`config.mk`:
```
export PLATFORM = sky130hd
export DESIGN_NAME = rco_top
export DESIGN_NICKNAME = d
export VERILOG_FILES = /design/src/rco_pkg.sv /design/src/rco_top.sv /design/src/rco_sync.sv /design/src/rco_div.sv
export SDC_FILE = /design/constraint.sdc
export NUM_CORES = 1
export LEC_CHECK = 0
export BUFFER_PORTS_ARGS = -buffer_cell sky130_fd_sc_hd__buf_2
export CAP_MARGIN = 20
export CORE_MARGIN = 4
export CORE_UTILIZATION = 45
export CTS_BUF_LIST = sky130_fd_sc_hd__clkbuf_16
export DETAILED_ROUTE_END_ITERATION = 10
export GPL_TIMING_DRIVEN = 0
export PLACE_DENSITY = 0.72
export SLEW_MARGIN = 15
export SYNTH_ARGS = -nofsm -noshare
export SYNTH_HDL_FRONTEND = slang
export SYNTH_SLANG_ARGS = --single-unit
```
`constraint.sdc`:
```
create_clock -name ref_clk -period 6.65 [get_ports ref_clk]
set_input_delay 1.33 -clock ref_clk [delete_from_list [all_inputs] [get_ports ref_clk]]
set_output_delay 1.33 -clock ref_clk [all_outputs]
set_load 0.1 [all_outputs]
```
`src/rco_pkg.sv`:
```
// Constants and types shared by the reference clock output block.
// Assumes a single 20 MHz bus clock and APB register access.
package rco_pkg;
  // Register byte offsets
  localparam logic [7:0] RCO_CTRL_OFS = 8'h00;
  localparam logic [7:0] RCO_STAT_OFS = 8'h04;
  // Control register field positions
  localparam int RCO_EN_BIT = 15;
  localparam int RCO_SLP_BIT = 13;
  localparam int RCO_SRC_BIT = 12;
  localparam int RCO_DIV_LSB = 8;
  localparam int RCO_DIV_MSB = 11;
  // Status register field positions
  localparam int RCO_ST_RUN_BIT = 0;
  localparam int RCO_ST_PIN_BIT = 1;
  localparam int RCO_ST_PD_BIT = 2;
  localparam int RCO_ST_SLP_BIT = 3;
  localparam int RCO_ST_DRAIN_BIT = 4;
  // Values after reset
  localparam logic RCO_EN_RST = 1'b0;
  localparam logic RCO_SLP_RST = 1'b0;
  localparam logic RCO_SRC_RST = 1'b0;
  localparam logic [3:0] RCO_DIV_RST = 4'h0;
  localparam logic [31:0] RCO_RDATA_RST = 32'h0000_0000;
  // Divider counter width: half period up to 2^15 source edges
  localparam int RCO_CNT_W = 15;
  localparam logic [RCO_CNT_W-1:0] RCO_CNT_RST = 15'h0000;
  // Oscillator configuration codes from the clock controller
  typedef enum logic [1:0] {
    RCO_OSC_EXT = 2'h0,
    RCO_OSC_HSXT = 2'h1,
    RCO_OSC_XT = 2'h2,
    RCO_OSC_OTHER = 2'h3
  } rco_osc_mode_t;
  // Output control states
  typedef enum logic [2:0] {
    RCO_OFF = 3'h1,
    RCO_RUN = 3'h2,
    RCO_DRAIN = 3'h4
  } rco_state_t;
endpackage : rco_pkg

```
`src/rco_top.sv`:
```
// Reference clock output: APB control, sleep gating and the output pin.
// Assumes sleep_mode and osc_mode come from logic on ref_clk; the primary
// oscillator pin is asynchronous and is synchronised here.
`timescale 1ns/1ps
module rco_top (
  input logic ref_clk,
  input logic rst_b,
  input logic psel,
  input logic penable,
  input logic pwrite,
  input logic [7:0] paddr,
  input logic [31:0] pwdata,
  output logic [31:0] prdata,
  output logic pready,
  output logic pslverr,
  input logic sleep_mode,
  input logic [1:0] osc_mode,
  input logic primary_osc_pin,
  output logic ref_clock_pin,
  output logic ref_clock_pin_oe,
  output logic osc_power_down
);
  logic en_r, en_nxt;
  logic rsl_r, rsl_nxt;
  logic src_r, src_nxt;
  logic [3:0] div_r, div_nxt;
  logic [31:0] rdata_r, rdata_nxt;
  logic osc_prev_r, osc_prev_nxt;
  rco_pkg::rco_state_t state_r, state_nxt;
  logic osc_sync;
  logic osc_rise;
  logic primary_mode;
  logic sleep_ok;
  logic run_req;
  logic div_out;
  logic div_active;
  logic hit_ctrl;
  logic hit_stat;
  logic wr_en;
  logic [31:0] ctrl_word;
  logic [31:0] stat_word;

  // Primary oscillator pin passes two flops before use
  rco_sync u_osc_sync (
    .ref_clk(ref_clk),
    .rst_b(rst_b),
    .async_in(primary_osc_pin),
    .sync_out(osc_sync)
  );

  // Rising edge of the synchronised oscillator
  assign osc_prev_nxt = osc_sync;
  assign osc_rise = osc_sync & ~osc_prev_r;

  always_ff @(posedge ref_clk or negedge rst_b) begin
    if (!rst_b) begin
      osc_prev_r <= 1'b0;
    end else begin
      osc_prev_r <= osc_prev_nxt;
    end
  end

  // Sleep gating and request to run
  assign primary_mode = (osc_mode != rco_pkg::RCO_OSC_OTHER);
  assign sleep_ok = rsl_r & src_r & primary_mode;
  assign run_req = en_r & (~sleep_mode | sleep_ok);
  assign osc_power_down = sleep_mode & ~src_r;

  rco_div u_div (
    .ref_clk(ref_clk),
    .rst_b(rst_b),
    .run(run_req),
    .src_osc(src_r),
    .div_sel(div_r),
    .osc_rise(osc_rise),
    .clk_out(div_out),
    .active(div_active)
  );

  // Output pin and its enable
  assign ref_clock_pin = div_out;
  // Drive stays on until the divider has finished its period, so no high half is cut
  assign ref_clock_pin_oe = en_r | div_active;

  // Output state: off, running, or finishing the current period
  always_comb begin
    state_nxt = state_r;
    case (state_r)
      rco_pkg::RCO_OFF: begin
        if (run_req) begin
          state_nxt = rco_pkg::RCO_RUN;
        end
      end
      rco_pkg::RCO_RUN: begin
        if (!run_req) begin
          state_nxt = rco_pkg::RCO_DRAIN;
        end
      end
      rco_pkg::RCO_DRAIN: begin
        if (run_req) begin
          state_nxt = rco_pkg::RCO_RUN;
        end else if (!div_active) begin
          state_nxt = rco_pkg::RCO_OFF;
        end
      end
      default: begin
        state_nxt = rco_pkg::RCO_OFF;
      end
    endcase
  end

  always_ff @(posedge ref_clk or negedge rst_b) begin
    if (!rst_b) begin
      state_r <= rco_pkg::RCO_OFF;
    end else begin
      state_r <= state_nxt;
    end
  end

  // APB decode; zero wait states, unmapped addresses report an error
  assign hit_ctrl = (paddr == rco_pkg::RCO_CTRL_OFS);
  assign hit_stat = (paddr == rco_pkg::RCO_STAT_OFS);
  assign pready = 1'b1;
  assign pslverr = psel & penable & ~(hit_ctrl | hit_stat);
  assign wr_en = psel & penable & pwrite & hit_ctrl;

  // Register images for reads; unused bits read as zero
  always_comb begin
    ctrl_word = 32'h0000_0000;
    ctrl_word[rco_pkg::RCO_EN_BIT] = en_r;
    ctrl_word[rco_pkg::RCO_SLP_BIT] = rsl_r;
    ctrl_word[rco_pkg::RCO_SRC_BIT] = src_r;
    ctrl_word[rco_pkg::RCO_DIV_MSB:rco_pkg::RCO_DIV_LSB] = div_r;
    stat_word = 32'h0000_0000;
    stat_word[rco_pkg::RCO_ST_RUN_BIT] = (state_r == rco_pkg::RCO_RUN);
    stat_word[rco_pkg::RCO_ST_PIN_BIT] = div_out;
    stat_word[rco_pkg::RCO_ST_PD_BIT] = osc_power_down;
    stat_word[rco_pkg::RCO_ST_SLP_BIT] = sleep_mode;
    stat_word[rco_pkg::RCO_ST_DRAIN_BIT] = (state_r == rco_pkg::RCO_DRAIN);
  end

  // Control register next values and read data captured in the setup cycle
  always_comb begin
    en_nxt = en_r;
    rsl_nxt = rsl_r;
    src_nxt = src_r;
    div_nxt = div_r;
    rdata_nxt = rdata_r;
    if (wr_en) begin
      en_nxt = pwdata[rco_pkg::RCO_EN_BIT];
      rsl_nxt = pwdata[rco_pkg::RCO_SLP_BIT];
      src_nxt = pwdata[rco_pkg::RCO_SRC_BIT];
      div_nxt = pwdata[rco_pkg::RCO_DIV_MSB:rco_pkg::RCO_DIV_LSB];
    end
    if (psel && !penable && !pwrite) begin
      if (hit_ctrl) begin
        rdata_nxt = ctrl_word;
      end else if (hit_stat) begin
        rdata_nxt = stat_word;
      end else begin
        rdata_nxt = 32'h0000_0000;
      end
    end
  end

  always_ff @(posedge ref_clk or negedge rst_b) begin
    if (!rst_b) begin
      en_r <= rco_pkg::RCO_EN_RST;
      rsl_r <= rco_pkg::RCO_SLP_RST;
      src_r <= rco_pkg::RCO_SRC_RST;
      div_r <= rco_pkg::RCO_DIV_RST;
      rdata_r <= rco_pkg::RCO_RDATA_RST;
    end else begin
      en_r <= en_nxt;
      rsl_r <= rsl_nxt;
      src_r <= src_nxt;
      div_r <= div_nxt;
      rdata_r <= rdata_nxt;
    end
  end

  assign prdata = rdata_r;

  // Pin stays low while the output is off
  property p_pin_off;
    @(posedge ref_clk) disable iff (!rst_b)
      (state_r == rco_pkg::RCO_OFF) |-> !ref_clock_pin;
  endproperty
  a_pin_off: assert property (p_pin_off) else $error("pin active while off");

  // Enabling outside Sleep starts the output next cycle
  property p_enable_run;
    @(posedge ref_clk) disable iff (!rst_b)
      (state_r == rco_pkg::RCO_OFF && en_r && !sleep_mode) |=> (state_r == rco_pkg::RCO_RUN);
  endproperty
  a_enable_run: assert property (p_enable_run) else $error("output did not start");

  // A write lands in the divider field one cycle later
  property p_div_write;
    @(posedge ref_clk) disable iff (!rst_b)
      wr_en |=> (div_r == $past(pwdata[rco_pkg::RCO_DIV_MSB:rco_pkg::RCO_DIV_LSB]));
  endproperty
  a_div_write: assert property (p_div_write) else $error("divider field not written");

  // Sleep without run-in-sleep never keeps running
  property p_sleep_stop;
    @(posedge ref_clk) disable iff (!rst_b)
      (sleep_mode && !rsl_r && state_r == rco_pkg::RCO_RUN) |=> (state_r == rco_pkg::RCO_DRAIN);
  endproperty
  a_sleep_stop: assert property (p_sleep_stop) else $error("output kept running in sleep");

  // Running in Sleep needs both bits set
  property p_sleep_both;
    @(posedge ref_clk) disable iff (!rst_b)
      (sleep_mode && !(rsl_r && src_r)) |=> (state_r != rco_pkg::RCO_RUN) || !$past(sleep_mode);
  endproperty
  a_sleep_both: assert property (p_sleep_both) else $error("sleep output without both bits");

  // Non-primary mode blocks sleep output; oscillator off without source bit
  property p_sleep_mode;
    @(posedge ref_clk) disable iff (!rst_b)
      (sleep_mode && osc_mode == rco_pkg::RCO_OSC_OTHER && state_r != rco_pkg::RCO_RUN)
        |=> (state_r != rco_pkg::RCO_RUN) || !$past(sleep_mode) || (osc_mode != 2'h3);
  endproperty
  a_sleep_mode: assert property (p_sleep_mode) else $error("sleep output in bad mode");

  property p_osc_pd;
    @(posedge ref_clk) disable iff (!rst_b)
      (sleep_mode && !src_r) |-> osc_power_down ##1 (!sleep_mode || src_r || osc_power_down);
  endproperty
  a_osc_pd: assert property (p_osc_pd) else $error("oscillator not powered down");

  // System clock source, ratio code 0: a high half lasts one cycle
  property p_sys_track;
    @(posedge ref_clk) disable iff (!rst_b)
      ($rose(ref_clock_pin) && !$past(src_r) && $past(div_r) == 4'h0) |=> !ref_clock_pin;
  endproperty
  a_sys_track: assert property (p_sys_track) else $error("system clock ratio wrong");

  // Ratio code 1 on the system clock: high half is exactly two cycles
  property p_no_runt;
    @(posedge ref_clk) disable iff (!rst_b)
      ($rose(ref_clock_pin) && !$past(src_r) && $past(div_r) == 4'h1)
        |-> ref_clock_pin[*2] ##1 !ref_clock_pin;
  endproperty
  a_no_runt: assert property (p_no_runt) else $error("runt high pulse");

  // Pin never high while its driver is off, so the line sees no cut half
  property p_pin_driven;
    @(posedge ref_clk) disable iff (!rst_b)
      ref_clock_pin |-> ref_clock_pin_oe;
  endproperty
  a_pin_driven: assert property (p_pin_driven) else $error("pin high without drive");

  // Clearing the enable bit ends the running state at once
  property p_disable_stop;
    @(posedge ref_clk) disable iff (!rst_b)
      (!en_r && state_r == rco_pkg::RCO_RUN) |=> (state_r == rco_pkg::RCO_DRAIN);
  endproperty
  a_disable_stop: assert property (p_disable_stop) else $error("running after disable");

  // Both bits set in a primary mode keep the output running in Sleep
  property p_sleep_keep;
    @(posedge ref_clk) disable iff (!rst_b)
      (sleep_mode && en_r && rsl_r && src_r && primary_mode && state_r == rco_pkg::RCO_RUN)
        |=> (state_r == rco_pkg::RCO_RUN);
  endproperty
  a_sleep_keep: assert property (p_sleep_keep) else $error("sleep output stopped");

  // Draining ends once the divider has finished its low half
  property p_drain_end;
    @(posedge ref_clk) disable iff (!rst_b)
      (state_r == rco_pkg::RCO_DRAIN && !div_active && !run_req)
        |=> (state_r == rco_pkg::RCO_OFF);
  endproperty
  a_drain_end: assert property (p_drain_end) else $error("drain did not end");

  // Control bits change only on a write
  property p_ctrl_hold;
    @(posedge ref_clk) disable iff (!rst_b)
      !wr_en |=> ($stable(en_r) && $stable(div_r) && $stable(src_r) && $stable(rsl_r));
  endproperty
  a_ctrl_hold: assert property (p_ctrl_hold) else $error("control changed without write");

  // Control read returns the stored enable bit and divider field
  property p_read_ctrl;
    @(posedge ref_clk) disable iff (!rst_b)
      (psel && !penable && !pwrite && hit_ctrl)
        |=> (prdata[rco_pkg::RCO_EN_BIT] == $past(en_r))
          && (prdata[rco_pkg::RCO_DIV_MSB:rco_pkg::RCO_DIV_LSB] == $past(div_r));
  endproperty
  a_read_ctrl: assert property (p_read_ctrl) else $error("control read mismatch");

  c_run: cover property (@(posedge ref_clk) disable iff (!rst_b)
    state_r == rco_pkg::RCO_RUN ##1 $rose(ref_clock_pin));
  c_drain: cover property (@(posedge ref_clk) disable iff (!rst_b)
    state_r == rco_pkg::RCO_DRAIN ##1 state_r == rco_pkg::RCO_OFF);
  c_sleep_run: cover property (@(posedge ref_clk) disable iff (!rst_b)
    sleep_mode && state_r == rco_pkg::RCO_RUN && src_r);
  c_sleep_drain: cover property (@(posedge ref_clk) disable iff (!rst_b)
    sleep_mode && state_r == rco_pkg::RCO_DRAIN);
endmodule : rco_top

```
`src/rco_sync.sv`:
```
// Two-flop synchroniser for a level arriving from outside the clock domain.
// Assumes the input may change at any time relative to ref_clk.
`timescale 1ns/1ps
module rco_sync (
  input logic ref_clk,
  input logic rst_b,
  input logic async_in,
  output logic sync_out
);
  logic meta_r;
  logic sync_r;

  // First flop feeds only the second one
  always_ff @(posedge ref_clk or negedge rst_b) begin
    if (!rst_b) begin
      meta_r <= 1'b0;
      sync_r <= 1'b0;
    end else begin
      meta_r <= async_in;
      sync_r <= meta_r;
    end
  end

  assign sync_out = sync_r;
endmodule : rco_sync

```
`src/rco_div.sv`:
```
// Glitch-free divider for the reference clock output.
// Assumes osc_rise is a one-cycle pulse per primary oscillator rising edge.
`timescale 1ns/1ps
module rco_div (
  input logic ref_clk,
  input logic rst_b,
  input logic run,
  input logic src_osc,
  input logic [3:0] div_sel,
  input logic osc_rise,
  output logic clk_out,
  output logic active
);
  logic active_r, active_nxt;
  logic out_r, out_nxt;
  logic src_r, src_nxt;
  logic [3:0] div_r, div_nxt;
  logic [rco_pkg::RCO_CNT_W-1:0] cnt_r, cnt_nxt;
  logic [rco_pkg::RCO_CNT_W-1:0] limit;
  logic tick;

  // Each half period lasts 2^div source edges
  assign limit = rco_pkg::RCO_CNT_W'((16'h0001 << div_r) - 16'h0001);
  // System clock source counts every bus clock edge, so it follows any clock switch
  assign tick = src_r ? osc_rise : 1'b1;

  // Settings are taken only on leaving idle or at the end of a full low half, so no runt pulses
  always_comb begin
    active_nxt = active_r;
    out_nxt = out_r;
    src_nxt = src_r;
    div_nxt = div_r;
    cnt_nxt = cnt_r;
    if (!active_r) begin
      out_nxt = 1'b0;
      cnt_nxt = rco_pkg::RCO_CNT_RST;
      if (run) begin
        active_nxt = 1'b1;
        src_nxt = src_osc;
        div_nxt = div_sel;
      end
    end else if (tick) begin
      if (cnt_r == limit) begin
        cnt_nxt = rco_pkg::RCO_CNT_RST;
        if (out_r) begin
          out_nxt = 1'b0;
        end else if (run) begin
          out_nxt = 1'b1;
          src_nxt = src_osc;
          div_nxt = div_sel;
        end else begin
          active_nxt = 1'b0;
        end
      end else begin
        cnt_nxt = cnt_r + 1'b1;
      end
    end
  end

  // Divider state registers
  always_ff @(posedge ref_clk or negedge rst_b) begin
    if (!rst_b) begin
      active_r <= 1'b0;
      out_r <= 1'b0;
      src_r <= rco_pkg::RCO_SRC_RST;
      div_r <= rco_pkg::RCO_DIV_RST;
      cnt_r <= rco_pkg::RCO_CNT_RST;
    end else begin
      active_r <= active_nxt;
      out_r <= out_nxt;
      src_r <= src_nxt;
      div_r <= div_nxt;
      cnt_r <= cnt_nxt;
    end
  end

  assign clk_out = out_r;
  assign active = active_r;
endmodule : rco_div

```
==> impl_results.md <==
* Syn. warnings at 0
* Switching share of power at 0.267
* Die width at 85.6 um
* Flop pwr share at 0.444
* DR iter-0 viols at 103
* CTS tree: built
* Slew HR at 0.263
* Grt ovf at 0
* DRT antenna net count at 0
* Seq. cell area at 0.00118 mm^2
* Initial antenna violation count at 0
* Slew Limit Fails at 0
* Synth-to-layout area growth at 19.4%
* Top Ports at 86
* Crit Path Category: input pin to primary output
* Setup TNS at 0 ps
* LEAKAGE at 0.00154 uW
* Clock tree sinks at 47
* Netlist cell types at 57
* Final hold violation count at 0
* Reg clk slew, reported paths at 60 ps
* Hold-fix buffers, CTS at 0
* Crit-path max FO at 5
* Fillers at 521
* Drt drc at 0
* CTS root buffer: clkbuf_16
* Post-cts resize count at 0
* Least-Margin Pin Slew at 1100 ps
* Clock Latency Late Sink at 280 ps
* Final setup fails at 0
* WL/cell at 13.5 um
* Starting density of the core at 0.477
* RePlAce Congestion at 0.902
* Area after DPL at 0.00306 mm^2
* Clock network power share at 0.416
* Critical Path Source Type: input pin
* Gr usage total at 0.154
* Setup Fix Bufs, Post-CTS at 0
* Multi-input logic area at 0.00134 mm^2
* Mapped Avg Cell Area at 9.81 um^2
* Psw at 177 uW
* Number of global-route vias before repair at 1959
* Core area at 0.00568 mm^2
* Final instance area at 0.00323 mm^2
* Maximum vdd drop at 0.126 mV
* Max Cap Viol at 0
* Worst EP arrival at 2330 ps
* Antenna fix cells at 0
* Site Rows at 27
* EDFF count, synth at 0
* Die H at 85.6 um
* Clk_skew at 5.66 ps
* Required @ worst endpoint at 5320 ps
* Share of layout cells above drive strength 1 at 0.266
* Comb pwr share at 0.140
* Fin nets at 392
* Total CTS buffers at 5
* Number of I/O port buffers at 39
* Most frequent cells in the layout: dfrtp_1 (46), buf_2 (42), buf_4 (24), nand2_1 (22), conb_1 (21)
* PwrDens at 205 mW/mm^2
* Minimum clock period at 3660 ps
* Commonest non-fill, non-tap cell in the layout: dfrtp_1
* Worst setup EP type: primary output
* Synth Register Bits at 47
* Final wirelength at 5600 um
* Tcrit/Tclk final at 0.550
* Pin count of the biggest net entering global routing at 48
* Min-delay worst type: flop to flop
* Sequential share of the synthesized area at 0.435
* RSZ-0062 raised after global routing: false
* Via Count at 2149
* Max clock buf depth at 2
* Cells after Synth at 276
* Max frequency at 273 MHz
* Outcome: finished, final reports clean
* FFs w/ async S/R, synth at 1.00
* Mapped cell area at 0.00271 mm^2
* Final core utilization at 0.570
* Post-DP HPWL at 4240 um
* Drt first pass iters at 4
* Main synth FF type: dfrtp_1
* Hold WS at 347 ps
* Die area at 0.00732 mm^2
* First-pass GRT wire length at 9390 um
* Internal Power at 486 uW
* CTS H-Tree Depth at 2
* DR vias/cell at 5.19
## flip-flops by register name, indices dropped and copies added, names as in the netlist
register / count
rsl_r: 1
u_osc_sync.sync_out: 1
u_osc_sync.meta_r: 1
prdata: 12
u_div.div_r: 4
div_r: 4
en_r: 1
state_r: 3
u_div.cnt_r: 15
u_div.src_r: 1
src_r: 1
osc_prev_r: 1
u_div.active: 1
u_div.clk_out: 1
## worst max-delay path, stage by stage
cell     delay (ps)
buf_2            90
nor4_1          260
nand2_1         150
and3_1          200
buf_2           280
## path summary, 6_finish.rpt
check / slack (ps) / start / cells after the start / endpoint
setup reg to reg: 3430 / u_div.div_r[1]$_DFFE_PN0P_ / 12 / u_div.div_r[2]$_DFFE_PN0P_
min in group asynchronous: 1050 / rst_b / 1 / u_div.cnt_r[4]$_DFFE_PN0P_
max in group asynchronous: 5210 / rst_b / 1 / u_osc_sync.meta_r$_DFF_PN0_
setup / recovery: 2990 / paddr[5] / 5 / pslverr
hold / removal: 350 / u_osc_sync.meta_r$_DFF_PN0_ / 0 / u_osc_sync.sync_out$_DFF_PN0_
hold reg to reg: 350 / u_osc_sync.meta_r$_DFF_PN0_ / 0 / u_osc_sync.sync_out$_DFF_PN0_
## Yosys cell counts, types with 3 or more instances
library cell | n | area (um^2)
clkbuf_1 | 6 | 22.5
buf_2 | 4 | 20.0
o21ai_1 | 3 | 15.0
mux2_4 | 4 | 60.1
a21oi_1 | 7 | 35.0
nor3_1 | 9 | 45.0
dfrtp_1 | 46 | 1150
xor2_1 | 10 | 87.6
nor3b_1 | 3 | 22.5
and3_1 | 6 | 37.5
inv_1 | 10 | 37.5
nor2_1 | 20 | 75.1
nand2_1 | 22 | 82.6
xnor2_1 | 8 | 70.1
nor2b_1 | 4 | 25.0
o21ai_0 | 7 | 35.0
a22o_1 | 13 | 114
mux2_2 | 7 | 78.8
nand3_1 | 8 | 40.0
buf_4 | 23 | 173
nand2b_1 | 4 | 25.0
nor4_1 | 3 | 18.8
## cell families after synthesis
group,after synthesis,synth area share
compound gates,55,0.152
xor+xnor,18,0.0582
fa+ha+maj,2,0.00924
buf+inv,44,0.0975
flops,47,0.435
mux,12,0.0550
other cells,2,0.00277
simple gates,96,0.191
## power by group through the flow
stage	combinational, uW	clock (uW)	sequential [uW]
global route	99.0	294	295
global placement	92.5	0	299
detailed placement	92.9	0	300
CTS	93.1	283	294
floorplan	76.9	0	299
finish	93.2	276	294
## routing by layer
metal / part of all wire / wire (um) / vias up / GRT usage
met3: 0.041 / 232 / 4 / 0.0231
met5: 0 / 0 / - / 0
met4: 0.0064 / 36 / 0 / 0.0345
met1: 0.47 / 2620 / 1026 / 0.221
li1: - / - / 1068 / -
met2: 0.48 / 2710 / 51 / 0.248
## layout make-up
| class | count | area share |
|---|---|---|
| tap | 72 | 0.0279 |
| inverter | 10 | 0.0116 |
| clock inverter | 3 | 0.0128 |
| buffer | 34 | 0.0700 |
| clock buffer | 5 | 0.0387 |
| sequential | 47 | 0.364 |
| timing repair buffer | 39 | 0.0611 |
| multi-input combinational | 204 | 0.414 |
## per-stage QoR
stage                     power, uW  worst slack [ps]  cells
after global routing            687              2870    414
after global placement          392              2990    406
final                           663              2990    414
after floorplan                 376              2620    295
after CTS                       670              2970    414
after detailed placement        392              2980    406
No activity file was read; power rests on OpenSTA's default activity.
